==> src/epm_map.vh <==
// Constants for the external port pin mux.
// Assumes inclusion by the mux design file only.
`ifndef EPM_MAP_VH
`define EPM_MAP_VH
// Register offsets, byte addresses on APB
`define EPM_OFS_PINCTL   12'h000
`define EPM_OFS_ALTFEAT  12'h004
`define EPM_OFS_RESCFG   12'h008
`define EPM_OFS_STATUS   12'h00c
// Pin control register fields
`define EPM_PC_CTL0      0
`define EPM_PC_CTL1      1
// Alternate feature register fields
`define EPM_AF_SPE       0
`define EPM_AF_SMEM      1
// Resource config register fields
`define EPM_RC_WIDE      0
`define EPM_RC_IRQ_LSB   4
`define EPM_RC_DRQ_LSB   8
// Reset values
`define EPM_RST_PINCTL   2'h0
`define EPM_RST_ALTFEAT  2'h0
`define EPM_RST_RESCFG   1'h0
`define EPM_RST_IRQSEL   3'h0
`define EPM_RST_DRQSEL   2'h0
// Value read from the host port while held in reset
`define EPM_RESET_READ   8'h80
// Nominal clock rates in kHz
`define EPM_CLKA_KHZ     24576
`define EPM_CLKB_KHZ     16934
`endif

==> src/epm_pin_mux.v <==
// External peripheral port glue: strobes, address pins, straps, muxed pins.
// Assumes host bus pins and peripheral pins arrive asynchronous to CLK.
//
// Design decisions made here: the register offsets and the APB slave port.
`include "epm_map.vh"
`timescale 1ns/1ps
`default_nettype none
module epm_pin_mux #(
  parameter SYN_BASE_RST = 16'h0388,
  parameter SYN_MASK     = 16'hfffc,
  parameter CD_MASK      = 16'hfff0
) (
  input  wire        CLK,
  input  wire        RST_N,
  input  wire [11:0] PADDR,
  input  wire        PSEL,
  input  wire        PENABLE,
  input  wire        PWRITE,
  input  wire [31:0] PWDATA,
  output reg  [31:0] PRDATA,
  output reg         PREADY,
  output reg         PSLVERR,
  input  wire        BUS_RESET_IN,
  input  wire [15:0] HOST_ADDR,
  input  wire        HOST_AEN,
  input  wire        HOST_IOR_N,
  input  wire        HOST_IOW_N,
  input  wire [7:0]  HOST_DATA_IN,
  output reg  [7:0]  HOST_DATA_OUT,
  output reg  [7:0]  HOST_DATA_OE,
  input  wire        HOST_CD_DACK_N,
  output reg  [5:0]  HOST_IRQ,
  output reg  [2:0]  HOST_DRQ,
  output reg         BUFFERED_RESET_N,
  output reg         EXT_READ_STROBE_N,
  output reg         EXT_WRITE_STROBE_N,
  input  wire        EXT_READ_STROBE_IN,
  input  wire        EXT_WRITE_STROBE_IN,
  output reg         SYNTH_SELECT_N,
  output reg         CDROM_SELECT_N,
  output reg         CDROM_DMA_ACK_OUT,
  input  wire        CDROM_IRQ_IN,
  input  wire        CDROM_DMA_REQ_IN,
  output reg  [3:0]  CD_PIN_OUT,
  output reg  [3:0]  CD_PIN_OE,
  output reg         CTL_OUT0_OR_ADDR2,
  output reg         EXT_ADDR_BIT1,
  output reg         EXT_ADDR0_SERIAL_CLOCK,
  input  wire        EXT_DATA0_SERIAL_DATA_IN,
  output reg         EXT_DATA0_SERIAL_DATA_OUT,
  output reg         EXT_DATA0_SERIAL_DATA_OE,
  input  wire [7:1]  EXT_DATA_UPPER_IN,
  output reg  [7:1]  EXT_DATA_UPPER_OUT,
  output reg  [7:1]  EXT_DATA_UPPER_OE,
  input  wire        SHARED_PIN_IN,
  output reg         CONTROL_OUTPUT_ONE,
  output reg         CONTROL_OUTPUT_ONE_OE,
  output reg         SYNTH_IRQ_SEEN,
  output reg         JOYB_X_OR_SERIAL_OUT,
  output reg         JOYB_X_OE,
  input  wire        JOYB_X_IN,
  input  wire        JOYB_Y_OR_SERIAL_IN,
  output reg         JOYB_BTN1_OR_FRAME_SYNC,
  output reg         JOYB_BTN1_OE,
  input  wire        JOYB_BTN1_IN,
  output reg         JOYB_BTN2_OR_SERIAL_CLOCK,
  output reg         JOYB_BTN2_OE,
  input  wire        JOYB_BTN2_IN,
  input  wire        SERIAL_DATA_OUT_SRC,
  input  wire        SERIAL_FRAME_SYNC_SRC,
  input  wire        SERIAL_CLOCK_SRC,
  output reg         SERIAL_DATA_IN_SEEN,
  output reg  [3:0]  JOYB_INPUTS_SEEN,
  input  wire        SMEM_CLOCK_SRC,
  input  wire        SMEM_DATA_LOW_SRC,
  output reg         SMEM_DATA_SEEN
);

  ////////////////////////////////////////////////////////////////////////////
  // Two-flop synchronisers for every asynchronous input
  localparam SW = 46;
  // Reset to each pin's idle level (bus reset, strobes, pull-ups high) so no false edge follows reset
  localparam [SW-1:0] SYNC_IDLE = 46'h2000_0c02_7010;
  wire [SW-1:0] async_in = {BUS_RESET_IN, HOST_ADDR, HOST_AEN, HOST_IOR_N, HOST_IOW_N,
                            HOST_DATA_IN, HOST_CD_DACK_N, CDROM_IRQ_IN, CDROM_DMA_REQ_IN,
                            EXT_READ_STROBE_IN, EXT_WRITE_STROBE_IN, EXT_DATA0_SERIAL_DATA_IN,
                            EXT_DATA_UPPER_IN, SHARED_PIN_IN, JOYB_X_IN, JOYB_Y_OR_SERIAL_IN,
                            JOYB_BTN1_IN, JOYB_BTN2_IN};
  reg  [SW-1:0] meta_r;
  reg  [SW-1:0] sync_r;
  always @(posedge CLK or negedge RST_N) begin
    if (!RST_N) begin
      meta_r <= SYNC_IDLE;
      sync_r <= SYNC_IDLE;
    end else begin
      meta_r <= async_in;
      sync_r <= meta_r;
    end
  end
  wire        s_buffered_reset_n = sync_r[45];
  wire [15:0] s_addr   = sync_r[44:29];
  wire        s_aen    = sync_r[28];
  wire        s_ior_n  = sync_r[27];
  wire        s_iow_n  = sync_r[26];
  wire [7:0]  s_hdata  = sync_r[25:18];
  wire        s_dack_n = sync_r[17];
  wire        s_cdirq  = sync_r[16];
  wire        s_cddrq  = sync_r[15];
  wire        s_rstrap = sync_r[14];
  wire        s_wstrap = sync_r[13];
  wire        s_xd0    = sync_r[12];
  wire [7:1]  s_xdu    = sync_r[11:5];
  wire        s_shared = sync_r[4];
  wire [3:0]  s_joy    = sync_r[3:0];

  ////////////////////////////////////////////////////////////////////////////
  // Straps caught at the falling edge of the synchronised bus reset
  reg buffered_reset_n_d_r;
  reg read_strap_r;
  reg write_strap_r;
  always @(posedge CLK or negedge RST_N) begin
    if (!RST_N) begin
      buffered_reset_n_d_r    <= 1'b1;
      read_strap_r  <= 1'b1;
      write_strap_r <= 1'b1;
    end else begin
      buffered_reset_n_d_r <= s_buffered_reset_n;
      if (buffered_reset_n_d_r && !s_buffered_reset_n) begin
        read_strap_r  <= s_rstrap;
        write_strap_r <= s_wstrap;
      end
    end
  end

  ////////////////////////////////////////////////////////////////////////////
  // APB register file; all but the two base addresses held at reset values while bus reset is high
  reg [1:0]  pinctl_r;
  reg [1:0]  altfeat_r;
  reg        wide_r;
  reg [2:0]  irqsel_r;
  reg [1:0]  drqsel_r;
  reg [15:0] cd_base_r;
  reg [15:0] syn_base_r;
  wire apb_acc = PSEL && PENABLE;
  wire apb_wr  = apb_acc && PWRITE;
  wire mapped = (PADDR == `EPM_OFS_PINCTL) || (PADDR == `EPM_OFS_ALTFEAT) ||
                (PADDR == `EPM_OFS_RESCFG) || (PADDR == `EPM_OFS_STATUS);
  reg [31:0] rdata_nxt;
  always @* begin
    rdata_nxt = 32'h0;
    case (PADDR)
      `EPM_OFS_PINCTL:  rdata_nxt = {30'h0, pinctl_r};
      `EPM_OFS_ALTFEAT: rdata_nxt = {30'h0, altfeat_r};
      `EPM_OFS_RESCFG:  rdata_nxt = {cd_base_r, 4'h0, 2'h0, drqsel_r, 1'b0, irqsel_r, 3'h0, wide_r};
      `EPM_OFS_STATUS:  rdata_nxt = {syn_base_r, 13'h0, s_buffered_reset_n, write_strap_r, read_strap_r};
      default:          rdata_nxt = 32'h0;
    endcase
  end
  always @(posedge CLK or negedge RST_N) begin
    if (!RST_N) begin
      pinctl_r   <= `EPM_RST_PINCTL;
      altfeat_r  <= `EPM_RST_ALTFEAT;
      wide_r     <= `EPM_RST_RESCFG;
      irqsel_r   <= `EPM_RST_IRQSEL;
      drqsel_r   <= `EPM_RST_DRQSEL;
      cd_base_r  <= 16'h0;
      syn_base_r <= SYN_BASE_RST;
      PRDATA     <= 32'h0;
      PREADY     <= 1'b0;
      PSLVERR    <= 1'b0;
    end else begin
      PREADY  <= PSEL && !PENABLE;
      PSLVERR <= PSEL && !PENABLE && !mapped;
      PRDATA  <= rdata_nxt;
      if (s_buffered_reset_n) begin
        pinctl_r   <= `EPM_RST_PINCTL;
        altfeat_r  <= `EPM_RST_ALTFEAT;
        wide_r     <= `EPM_RST_RESCFG;
        irqsel_r   <= `EPM_RST_IRQSEL;
        drqsel_r   <= `EPM_RST_DRQSEL;
      end else if (apb_wr && PREADY && mapped) begin
        case (PADDR)
          `EPM_OFS_PINCTL:  pinctl_r <= PWDATA[1:0];
          `EPM_OFS_ALTFEAT: altfeat_r <= PWDATA[1:0];
          `EPM_OFS_RESCFG: begin
            wide_r    <= PWDATA[`EPM_RC_WIDE];
            irqsel_r  <= PWDATA[`EPM_RC_IRQ_LSB +: 3];
            drqsel_r  <= PWDATA[`EPM_RC_DRQ_LSB +: 2];
            cd_base_r <= PWDATA[31:16];
          end
          `EPM_OFS_STATUS:  syn_base_r <= PWDATA[31:16];
          default: begin
          end
        endcase
      end
    end
  end

  ////////////////////////////////////////////////////////////////////////////
  // Address decode and strobes
  wire serial_port_enable   = altfeat_r[`EPM_AF_SPE];
  wire smem  = altfeat_r[`EPM_AF_SMEM];
  wire syn_hit = !s_buffered_reset_n && !s_aen && ((s_addr & SYN_MASK) == (syn_base_r & SYN_MASK));
  wire cd_hit  = !s_buffered_reset_n && !s_aen && !read_strap_r && ((s_addr & CD_MASK) == (cd_base_r & CD_MASK));
  wire any_sel = syn_hit || cd_hit;
  wire rd_act  = any_sel && !s_ior_n;
  wire wr_act  = any_sel && !s_iow_n;

  // Pin drivers, all registered
  always @(posedge CLK or negedge RST_N) begin
    if (!RST_N) begin
      BUFFERED_RESET_N <= 1'b0;
      EXT_READ_STROBE_N <= 1'b1;
      EXT_WRITE_STROBE_N <= 1'b1;
      SYNTH_SELECT_N <= 1'b1;
      CDROM_SELECT_N <= 1'b1;
      CDROM_DMA_ACK_OUT <= 1'b1;
      HOST_IRQ <= 6'h0;
      HOST_DRQ <= 3'h0;
      CD_PIN_OUT <= 4'h0;
      CD_PIN_OE <= 4'h0;
      CTL_OUT0_OR_ADDR2 <= 1'b0;
      EXT_ADDR_BIT1 <= 1'b0;
      EXT_ADDR0_SERIAL_CLOCK <= 1'b0;
      EXT_DATA0_SERIAL_DATA_OUT <= 1'b0;
      EXT_DATA0_SERIAL_DATA_OE <= 1'b0;
      EXT_DATA_UPPER_OUT <= 7'h0;
      EXT_DATA_UPPER_OE <= 7'h0;
      HOST_DATA_OUT <= 8'h0;
      HOST_DATA_OE <= 8'h0;
      CONTROL_OUTPUT_ONE <= 1'b0;
      CONTROL_OUTPUT_ONE_OE <= 1'b0;
      SYNTH_IRQ_SEEN <= 1'b0;
      JOYB_X_OR_SERIAL_OUT <= 1'b0;
      JOYB_X_OE <= 1'b0;
      JOYB_BTN1_OR_FRAME_SYNC <= 1'b0;
      JOYB_BTN1_OE <= 1'b0;
      JOYB_BTN2_OR_SERIAL_CLOCK <= 1'b0;
      JOYB_BTN2_OE <= 1'b0;
      SERIAL_DATA_IN_SEEN <= 1'b0;
      JOYB_INPUTS_SEEN <= 4'h0;
      SMEM_DATA_SEEN <= 1'b1;
    end else begin
      BUFFERED_RESET_N <= !s_buffered_reset_n;
      EXT_READ_STROBE_N <= !rd_act;
      EXT_WRITE_STROBE_N <= !wr_act;
      SYNTH_SELECT_N <= !syn_hit;
      CDROM_SELECT_N <= !cd_hit;
      CDROM_DMA_ACK_OUT <= s_dack_n || read_strap_r;
      HOST_IRQ <= (cd_hit || !read_strap_r) && s_cdirq && (irqsel_r < 3'h6) ?
                  (6'h01 << irqsel_r) : 6'h00;
      HOST_DRQ <= (!read_strap_r && s_cddrq && (drqsel_r != 2'h3)) ?
                  (3'h1 << drqsel_r) : 3'h0;
      CD_PIN_OUT <= s_addr[15:12];
      CD_PIN_OE <= read_strap_r ? 4'hf : 4'h0;
      CTL_OUT0_OR_ADDR2 <= wide_r ? s_addr[2] : pinctl_r[`EPM_PC_CTL0];
      EXT_ADDR_BIT1 <= s_addr[1];
      EXT_ADDR0_SERIAL_CLOCK <= smem ? SMEM_CLOCK_SRC : s_addr[0];
      // Open drain: only low or released
      EXT_DATA0_SERIAL_DATA_OUT <= 1'b0;
      EXT_DATA0_SERIAL_DATA_OE <= smem ? SMEM_DATA_LOW_SRC :
                                  (wr_act && !s_hdata[0]);
      SMEM_DATA_SEEN <= s_xd0;
      EXT_DATA_UPPER_OUT <= s_hdata[7:1];
      EXT_DATA_UPPER_OE <= wr_act ? 7'h7f : 7'h00;
      HOST_DATA_OUT <= s_buffered_reset_n ? `EPM_RESET_READ : {s_xdu, s_xd0};
      HOST_DATA_OE <= (rd_act || (s_buffered_reset_n && !s_aen && !s_ior_n)) ? 8'hff : 8'h00;
      CONTROL_OUTPUT_ONE <= pinctl_r[`EPM_PC_CTL1];
      CONTROL_OUTPUT_ONE_OE <= write_strap_r;
      SYNTH_IRQ_SEEN <= !write_strap_r && !s_shared;
      JOYB_X_OR_SERIAL_OUT <= SERIAL_DATA_OUT_SRC;
      JOYB_X_OE <= serial_port_enable;
      SERIAL_DATA_IN_SEEN <= serial_port_enable && sync_r[2];
      JOYB_BTN1_OR_FRAME_SYNC <= SERIAL_FRAME_SYNC_SRC;
      JOYB_BTN1_OE <= serial_port_enable;
      JOYB_BTN2_OR_SERIAL_CLOCK <= SERIAL_CLOCK_SRC;
      JOYB_BTN2_OE <= serial_port_enable;
      JOYB_INPUTS_SEEN <= serial_port_enable ? 4'h0 : s_joy;
    end
  end

  // Clock sources are board crystals; this block runs on CLK only
endmodule
`default_nettype wire

==> config.mk <==
export PLATFORM = sky130hd
export DESIGN_NAME = epm_pin_mux
export DESIGN_NICKNAME = d
export VERILOG_FILES = /design/src/epm_pin_mux.v
export VERILOG_INCLUDE_DIRS = /design/src
export SDC_FILE = /design/constraint.sdc
export NUM_CORES = 1
export LEC_CHECK = 0
export BUFFER_PORTS_ARGS = -buffer_cell sky130_fd_sc_hd__buf_2
export CORE_MARGIN = 4
export CORE_UTILIZATION = 39
export CTS_CLUSTER_SIZE = 16
export DETAILED_ROUTE_END_ITERATION = 6
export GPL_ROUTABILITY_DRIVEN = 1
export PLACE_DENSITY = 0.63
export RECOVER_POWER = 25
export SYNTH_ARGS = -nofsm -noshare
export SYNTH_HDL_FRONTEND = slang
export SYNTH_SLANG_ARGS = --single-unit
==> constraint.sdc <==
create_clock -name CLK -period 2.1 [get_ports CLK]
set_clock_uncertainty 0.05 [all_clocks]
set_input_delay 0.21 -clock CLK [delete_from_list [all_inputs] [get_ports CLK]]
set_output_delay 0.21 -clock CLK [all_outputs]
set_load 0.01 [all_outputs]
Word-level counts from Yosys, hierarchy flattened
Cells that the tools add are included.

storage, ports and cells
  flip-flop bits (word level) = 241
  bits of input ports = 100
  output and inout port bits = 107
  logic and storage cells = 132

operators by class
  order comparisons = 1
  equal/unequal tests = 6
  shift operators = 2
  multiplexer cells = 26
  bitwise logic cells = 1
  reductions and logical operators = 53

operator list
  operator                                                           count
  32-bit one-hot mux with 4 select lines                             1
  12-bit by 4-bit == test with 1-bit output, second input constant   2
  1-bit logical AND                                                  22
  2-bit 2-to-1 mux                                                   9
  8-bit 2-to-1 mux                                                   2
  14-bit == test                                                     1
  1-bit zero test                                                    14
  12-bit == test                                                     1
  12-bit by 3-bit == test with 1-bit output, second input constant   1
  12-bit zero test                                                   1
  3-bit 2-to-1 mux                                                   4
  4-bit 2-to-1 mux                                                   2
  2-bit nonzero test                                                 4
  1-bit logical OR                                                   7
  7-bit 2-to-1 mux                                                   1
  1-bit 2-to-1 mux                                                   6
  6-bit 2-to-1 mux                                                   1
  2-bit AND reduction                                                3
  3-bit AND reduction                                                2
  1-bit by 3-bit << shifter with 6-bit output, first input constant  1
  3-bit < comparator, second input constant                          1
  1-bit by 2-bit << shifter with 3-bit output, first input constant  1
  2-bit != test, second input constant                               1
  1-bit NOT                                                          1

Logic depth before layout (Yosys ltp)
  word-level depth = 8
  depth in mapped cells = 6

Worst setup path before layout
Ideal clock, no wire load.

  path kind = register -> register
  start = reg PREADY
  end = reg syn_base_r[10]
  library setup time = 0.125 ns
  arrival = 1.736 ns
  required time = 1.925 ns
  slack = 0.189 ns
  stages on the path, launching flop included = 6
  period minus slack after synthesis = 1.911 ns
  path through = dfrtp_1 nand4_1 or2_2 nor3_4 buf_4 mux2_2

on the way
  longest elaborated chain between the ends = 3

RTL lines
  item                            RTL line           text
  from (decl)                     epm_pin_mux.v:21   output reg PREADY,
  from (signal assigned)          epm_pin_mux.v:172  PREADY <= PSEL && !PENABLE;
  1-bit logical AND (2 in a row)  epm_pin_mux.v:181  end else if (apb_wr && PREADY && mapped) begin
  3-bit AND reduction (no line)   -
  to (signal assigned)            epm_pin_mux.v:191  `EPM_OFS_STATUS: syn_base_r <= PWDATA[31:16];
  to (decl)                       epm_pin_mux.v:143  reg [15:0] syn_base_r;

Every way passes these cells.
A chain may end at the register's enable or synchronous reset.

Final worst setup path
  start = reg syn_base_r[9]
  end = reg EXT_WRITE_STROBE_N

on the way
  longest elaborated chain between the ends = 5

RTL lines
  item                  RTL line           text
  14-bit == test        epm_pin_mux.v:203  wire syn_hit = !s_buffered_reset_n && !s_aen && ((s_addr & SYN_MASK) == (syn_base_r & SYN_MASK));
  1-bit logical AND     epm_pin_mux.v:203
  1-bit logical OR      epm_pin_mux.v:205  wire any_sel = syn_hit || cd_hit;
  1-bit logical AND     epm_pin_mux.v:207  wire wr_act = any_sel && !s_iow_n;
  1-bit zero test       epm_pin_mux.v:246  EXT_WRITE_STROBE_N <= !wr_act;
  to (signal assigned)  epm_pin_mux.v:246
  to (decl)             epm_pin_mux.v:36   output reg EXT_WRITE_STROBE_N,

Every way passes these cells.

==> flow_summary.yaml <==
drt:
  postRouteAntennaNets: 0
  drt_iter0_markers: 110
  routed_wirelength_um: 15600
  drc: 0
  post_drt_wl_per_cell_um: 16.2
  dr.pass1.iters: 4
  via_per_inst: 4.50
  routed-via-count: 4311
floorplan:
  die_h_um: 144
  io_pins: 207
  num_rows: 49
  die_area_mm2: 0.0208
  die_w_um: 144
  core_mm2: 0.0181
  initial_core_util_pct: 39.9
power_and_ir_drop:
  p_comb_share_pct: 5.7
  vdd_drop_max_uv: 516
  p_int_mw: 6.96
  p_leak_nw: 4.84
  swShare_pct: 20.9
  power_density_mw_per_mm2: 885
  seq_power_share_pct: 50.2
  total_power_mw: 8.79
  p_switching_mw: 1.83
  power.share.clock_pct: 44.2
hold_path:
  hold_path_class: "primary input to flip-flop"
sta:
  period_minus_slack_ns: 1.99
  rsz0062_at_grt: "false"
  fmax_mhz: 502
  setup_viol: 0
  tightestPinTransition_ns: 1.52
  finalHoldViolCount: 0
  setup_slack_ns: 0.106
  max_slew_margin_pct: -1.40
  post-route-period-util_pct: 94.9
  maxSlewViolCount: 55
  tns_ns: 0
run_status:
  status: "complete, but fails checks"
  violations: "capacitance limit, slew limit"
critical_path:
  end_kind: "flip-flop"
  critPathKind: "flip-flop to flip-flop"
  crit_path_start_kind: "flip-flop"
  cp_cell_sequence: "xnor2_1, nand3_1, or4_1, a21boi_1, or2_2"
  slowest_delay_ns: 0.55
  cp_num_buf_inv: 0
  arrival_ns: 2.36
  cp_slowest_cell: "dfstp_2"
  crit_required_ns: 2.47
  critPathMaxFanout: 5
  cp_top_family: "simple AND/OR/NAND/NOR gates"
synthesis:
  synth_ff_type: "dfrtp_1"
  syn_avg_cell_area_um2: 16.5
  synthArstFlopShare_pct: 100
  yosys_warnings: 0
  yosys-top-cells-area: "dfrtp_1 (65%), dfstp_2 (11%), mux2_2 (5.6%)"
  ys_ff_latch: 217
  synth_largest_area_cell: "dfrtp_1"
  seq_area_frac_synth_pct: 75.4
  synth_cells: 439
  ys_types: 42
  synth_top_area_share_pct: 64.9
  synth_edf_count: 0
  netlist_area_mm2: 0.00725
grt:
  grt_max_degree: 58
  grt_antenna_before_repair: 1
  grt_pass1_wl_um: 24900
  grt_overflow: 0
  grt_usage_pct: 15.1
  grt_pass1_vias: 4734
clocking:
  cts_tree: "yes"
  htree_num_levels: 1
  clock_sinks: 217
  postCtsSetupBuffers: 0
  clk-insertion-delay-late_ns: 0.49
  root_buffer: "clkbuf_16"
  cts-buffers-inserted: 23
  clk_pin_slew_ns: 0.06
  clock_path_buffers: 3
placed_design:
  numPortBuffers: 188
  dp_hpwl_um: 10300
  dpl_cell_area_mm2: 0.00841
  place_ws_ns: 0.110
  place_congestion: 0.745
layout:
  drive_gt1_share_pct: 42.7
  areaGrowthSynthToFinish_pct: 37.0
  nFillCells: 1508
  fin_nets: 812
  final_area_mm2: 0.00993
job:
  cap_violations: 1
## per-stage QoR
| stage | utilization (%) | instances | hold WS, ns |
|---|---|---|---|
| after floorplan | - | 447 | -0.136 |
| after CTS | 54.8 | 957 | 0.00245 |
| after global routing | 54.7 | 958 | 0.0400 |
| after detailed placement | 46.4 | 837 | 0.125 |
| after global placement | 46.4 | 837 | 0.118 |
| final | 54.7 | 958 | 0.0442 |
## layout by cell type, fill, tap and decap left out, types with 13 or more instances in the layout
master	synthesis	layout
dfrtp_1	188	188
nor2_1	21	21
a22o_1	16	16
nor2b_1	13	13
mux2_2	36	36
dfstp_2	29	29
xnor2_1	23	23
dlygate4sd3_1	0	79
clkbuf_16	0	23
buf_2	4	185
## synth_stat cells, types with 3 or more instances
cell type / count
a22o_1: 16
and2_1: 8
buf_2: 4
buf_4: 28
clkbuf_1: 4
dfrtp_1: 188
dfstp_2: 29
mux2_2: 36
mux2i_1: 11
nand2_1: 5
nand4_1: 6
nor2_1: 21
nor2b_1: 13
nor3_1: 4
nor4_4: 3
or2_2: 5
xnor2_1: 23
xor2_1: 3
## timing repair
item	CTS	global route
hold buffers	79	0
hold endpoints to repair	159	0
gates resized for setup	0	1
setup endpoints to repair	0	2
## state kept, by name, summed over array words and instances (netlist names), 2 cells and up
register            count
sync_r                 46
HOST_DATA_OUT           8
EXT_DATA_UPPER_OUT      7
CD_PIN_OUT              4
meta_r                 46
drqsel_r                2
altfeat_r               2
irqsel_r                3
syn_base_r             16
pinctl_r                2
HOST_IRQ                6
PRDATA                 24
JOYB_INPUTS_SEEN        4
cd_base_r              16
HOST_DRQ                3
## power by group through the flow
stage          clock [mW]  sequential (mW)  combinational (mW)
2_1_floorplan           0             4.48               0.126
3_3_place_gp            0             4.48               0.384
3_5_place_dp            0             4.49               0.393
4_1_cts              4.01             4.41               0.511
5_1_grt              4.20             4.43               0.554
6_report             3.88             4.41               0.498
## final cells by class
type | instances | area (µm²) | share of cell area, %
antenna | 1 | 2.50 | 0.0252
clock buffer | 38 | 692 | 6.97
clock inverter | 3 | 43.8 | 0.441
inverter | 2 | 7.51 | 0.0756
multi-input combinational | 190 | 1550 | 15.6
sequential | 217 | 5470 | 55.0
tap | 229 | 287 | 2.88
timing repair buffer | 278 | 1890 | 19.0
## layer usage
layer,vias to the layer above,wire (µm),share of wire [%],GRT usage (%)
li1,1987,-,-,-
met1,2156,6370,41,19.4
met2,140,7910,51,26.3
met3,28,974,6.3,2.94
met4,0,304,2.0,4.03
met5,-,0,0,0
## worst min-delay path, delay by kind of cell
kind / cells / cell delay, ns
buffers and inverters: 1 / 0.09
and+or+nand+nor: 3 / 0.23
## logic make-up (layout without fill, tap and decap cells)
| logic type | count (synthesis) | count (layout) | synth area share [%] |
|---|---|---|---|
| flops | 217 | 217 | 75.4 |
| simple gates | 87 | 87 | 7.82 |
| mux | 48 | 48 | 7.47 |
| compound gates | 20 | 20 | 2.30 |
| other cells | 1 | 10 | 0.0517 |
| buf+inv | 40 | 321 | 3.80 |
| xor+xnor | 26 | 26 | 3.14 |
## worst paths after layout
path                                           startpoint                            to  slack (ns)  cells past startpoint
min in group asynchronous                           RST_N          meta_r[41]$_DFF_PN0_        0.59                      2
worst max-delay path            syn_base_r[9]$_DFFE_PN1P_  EXT_WRITE_STROBE_N$_DFF_PN1_        0.11                      5
worst min-delay path                             PADDR[6]           PRDATA[1]$_DFF_PN0_        0.04                      4
max in group asynchronous                           RST_N     syn_base_r[8]$_DFFE_PN1P_        0.30                      3
worst min register to register       meta_r[19]$_DFF_PN0_          sync_r[19]$_DFF_PN0_        0.29                      0
worst max register to register  syn_base_r[9]$_DFFE_PN1P_  EXT_WRITE_STROBE_N$_DFF_PN1_        0.11                      5
Power figures use the tool's default switching activity.
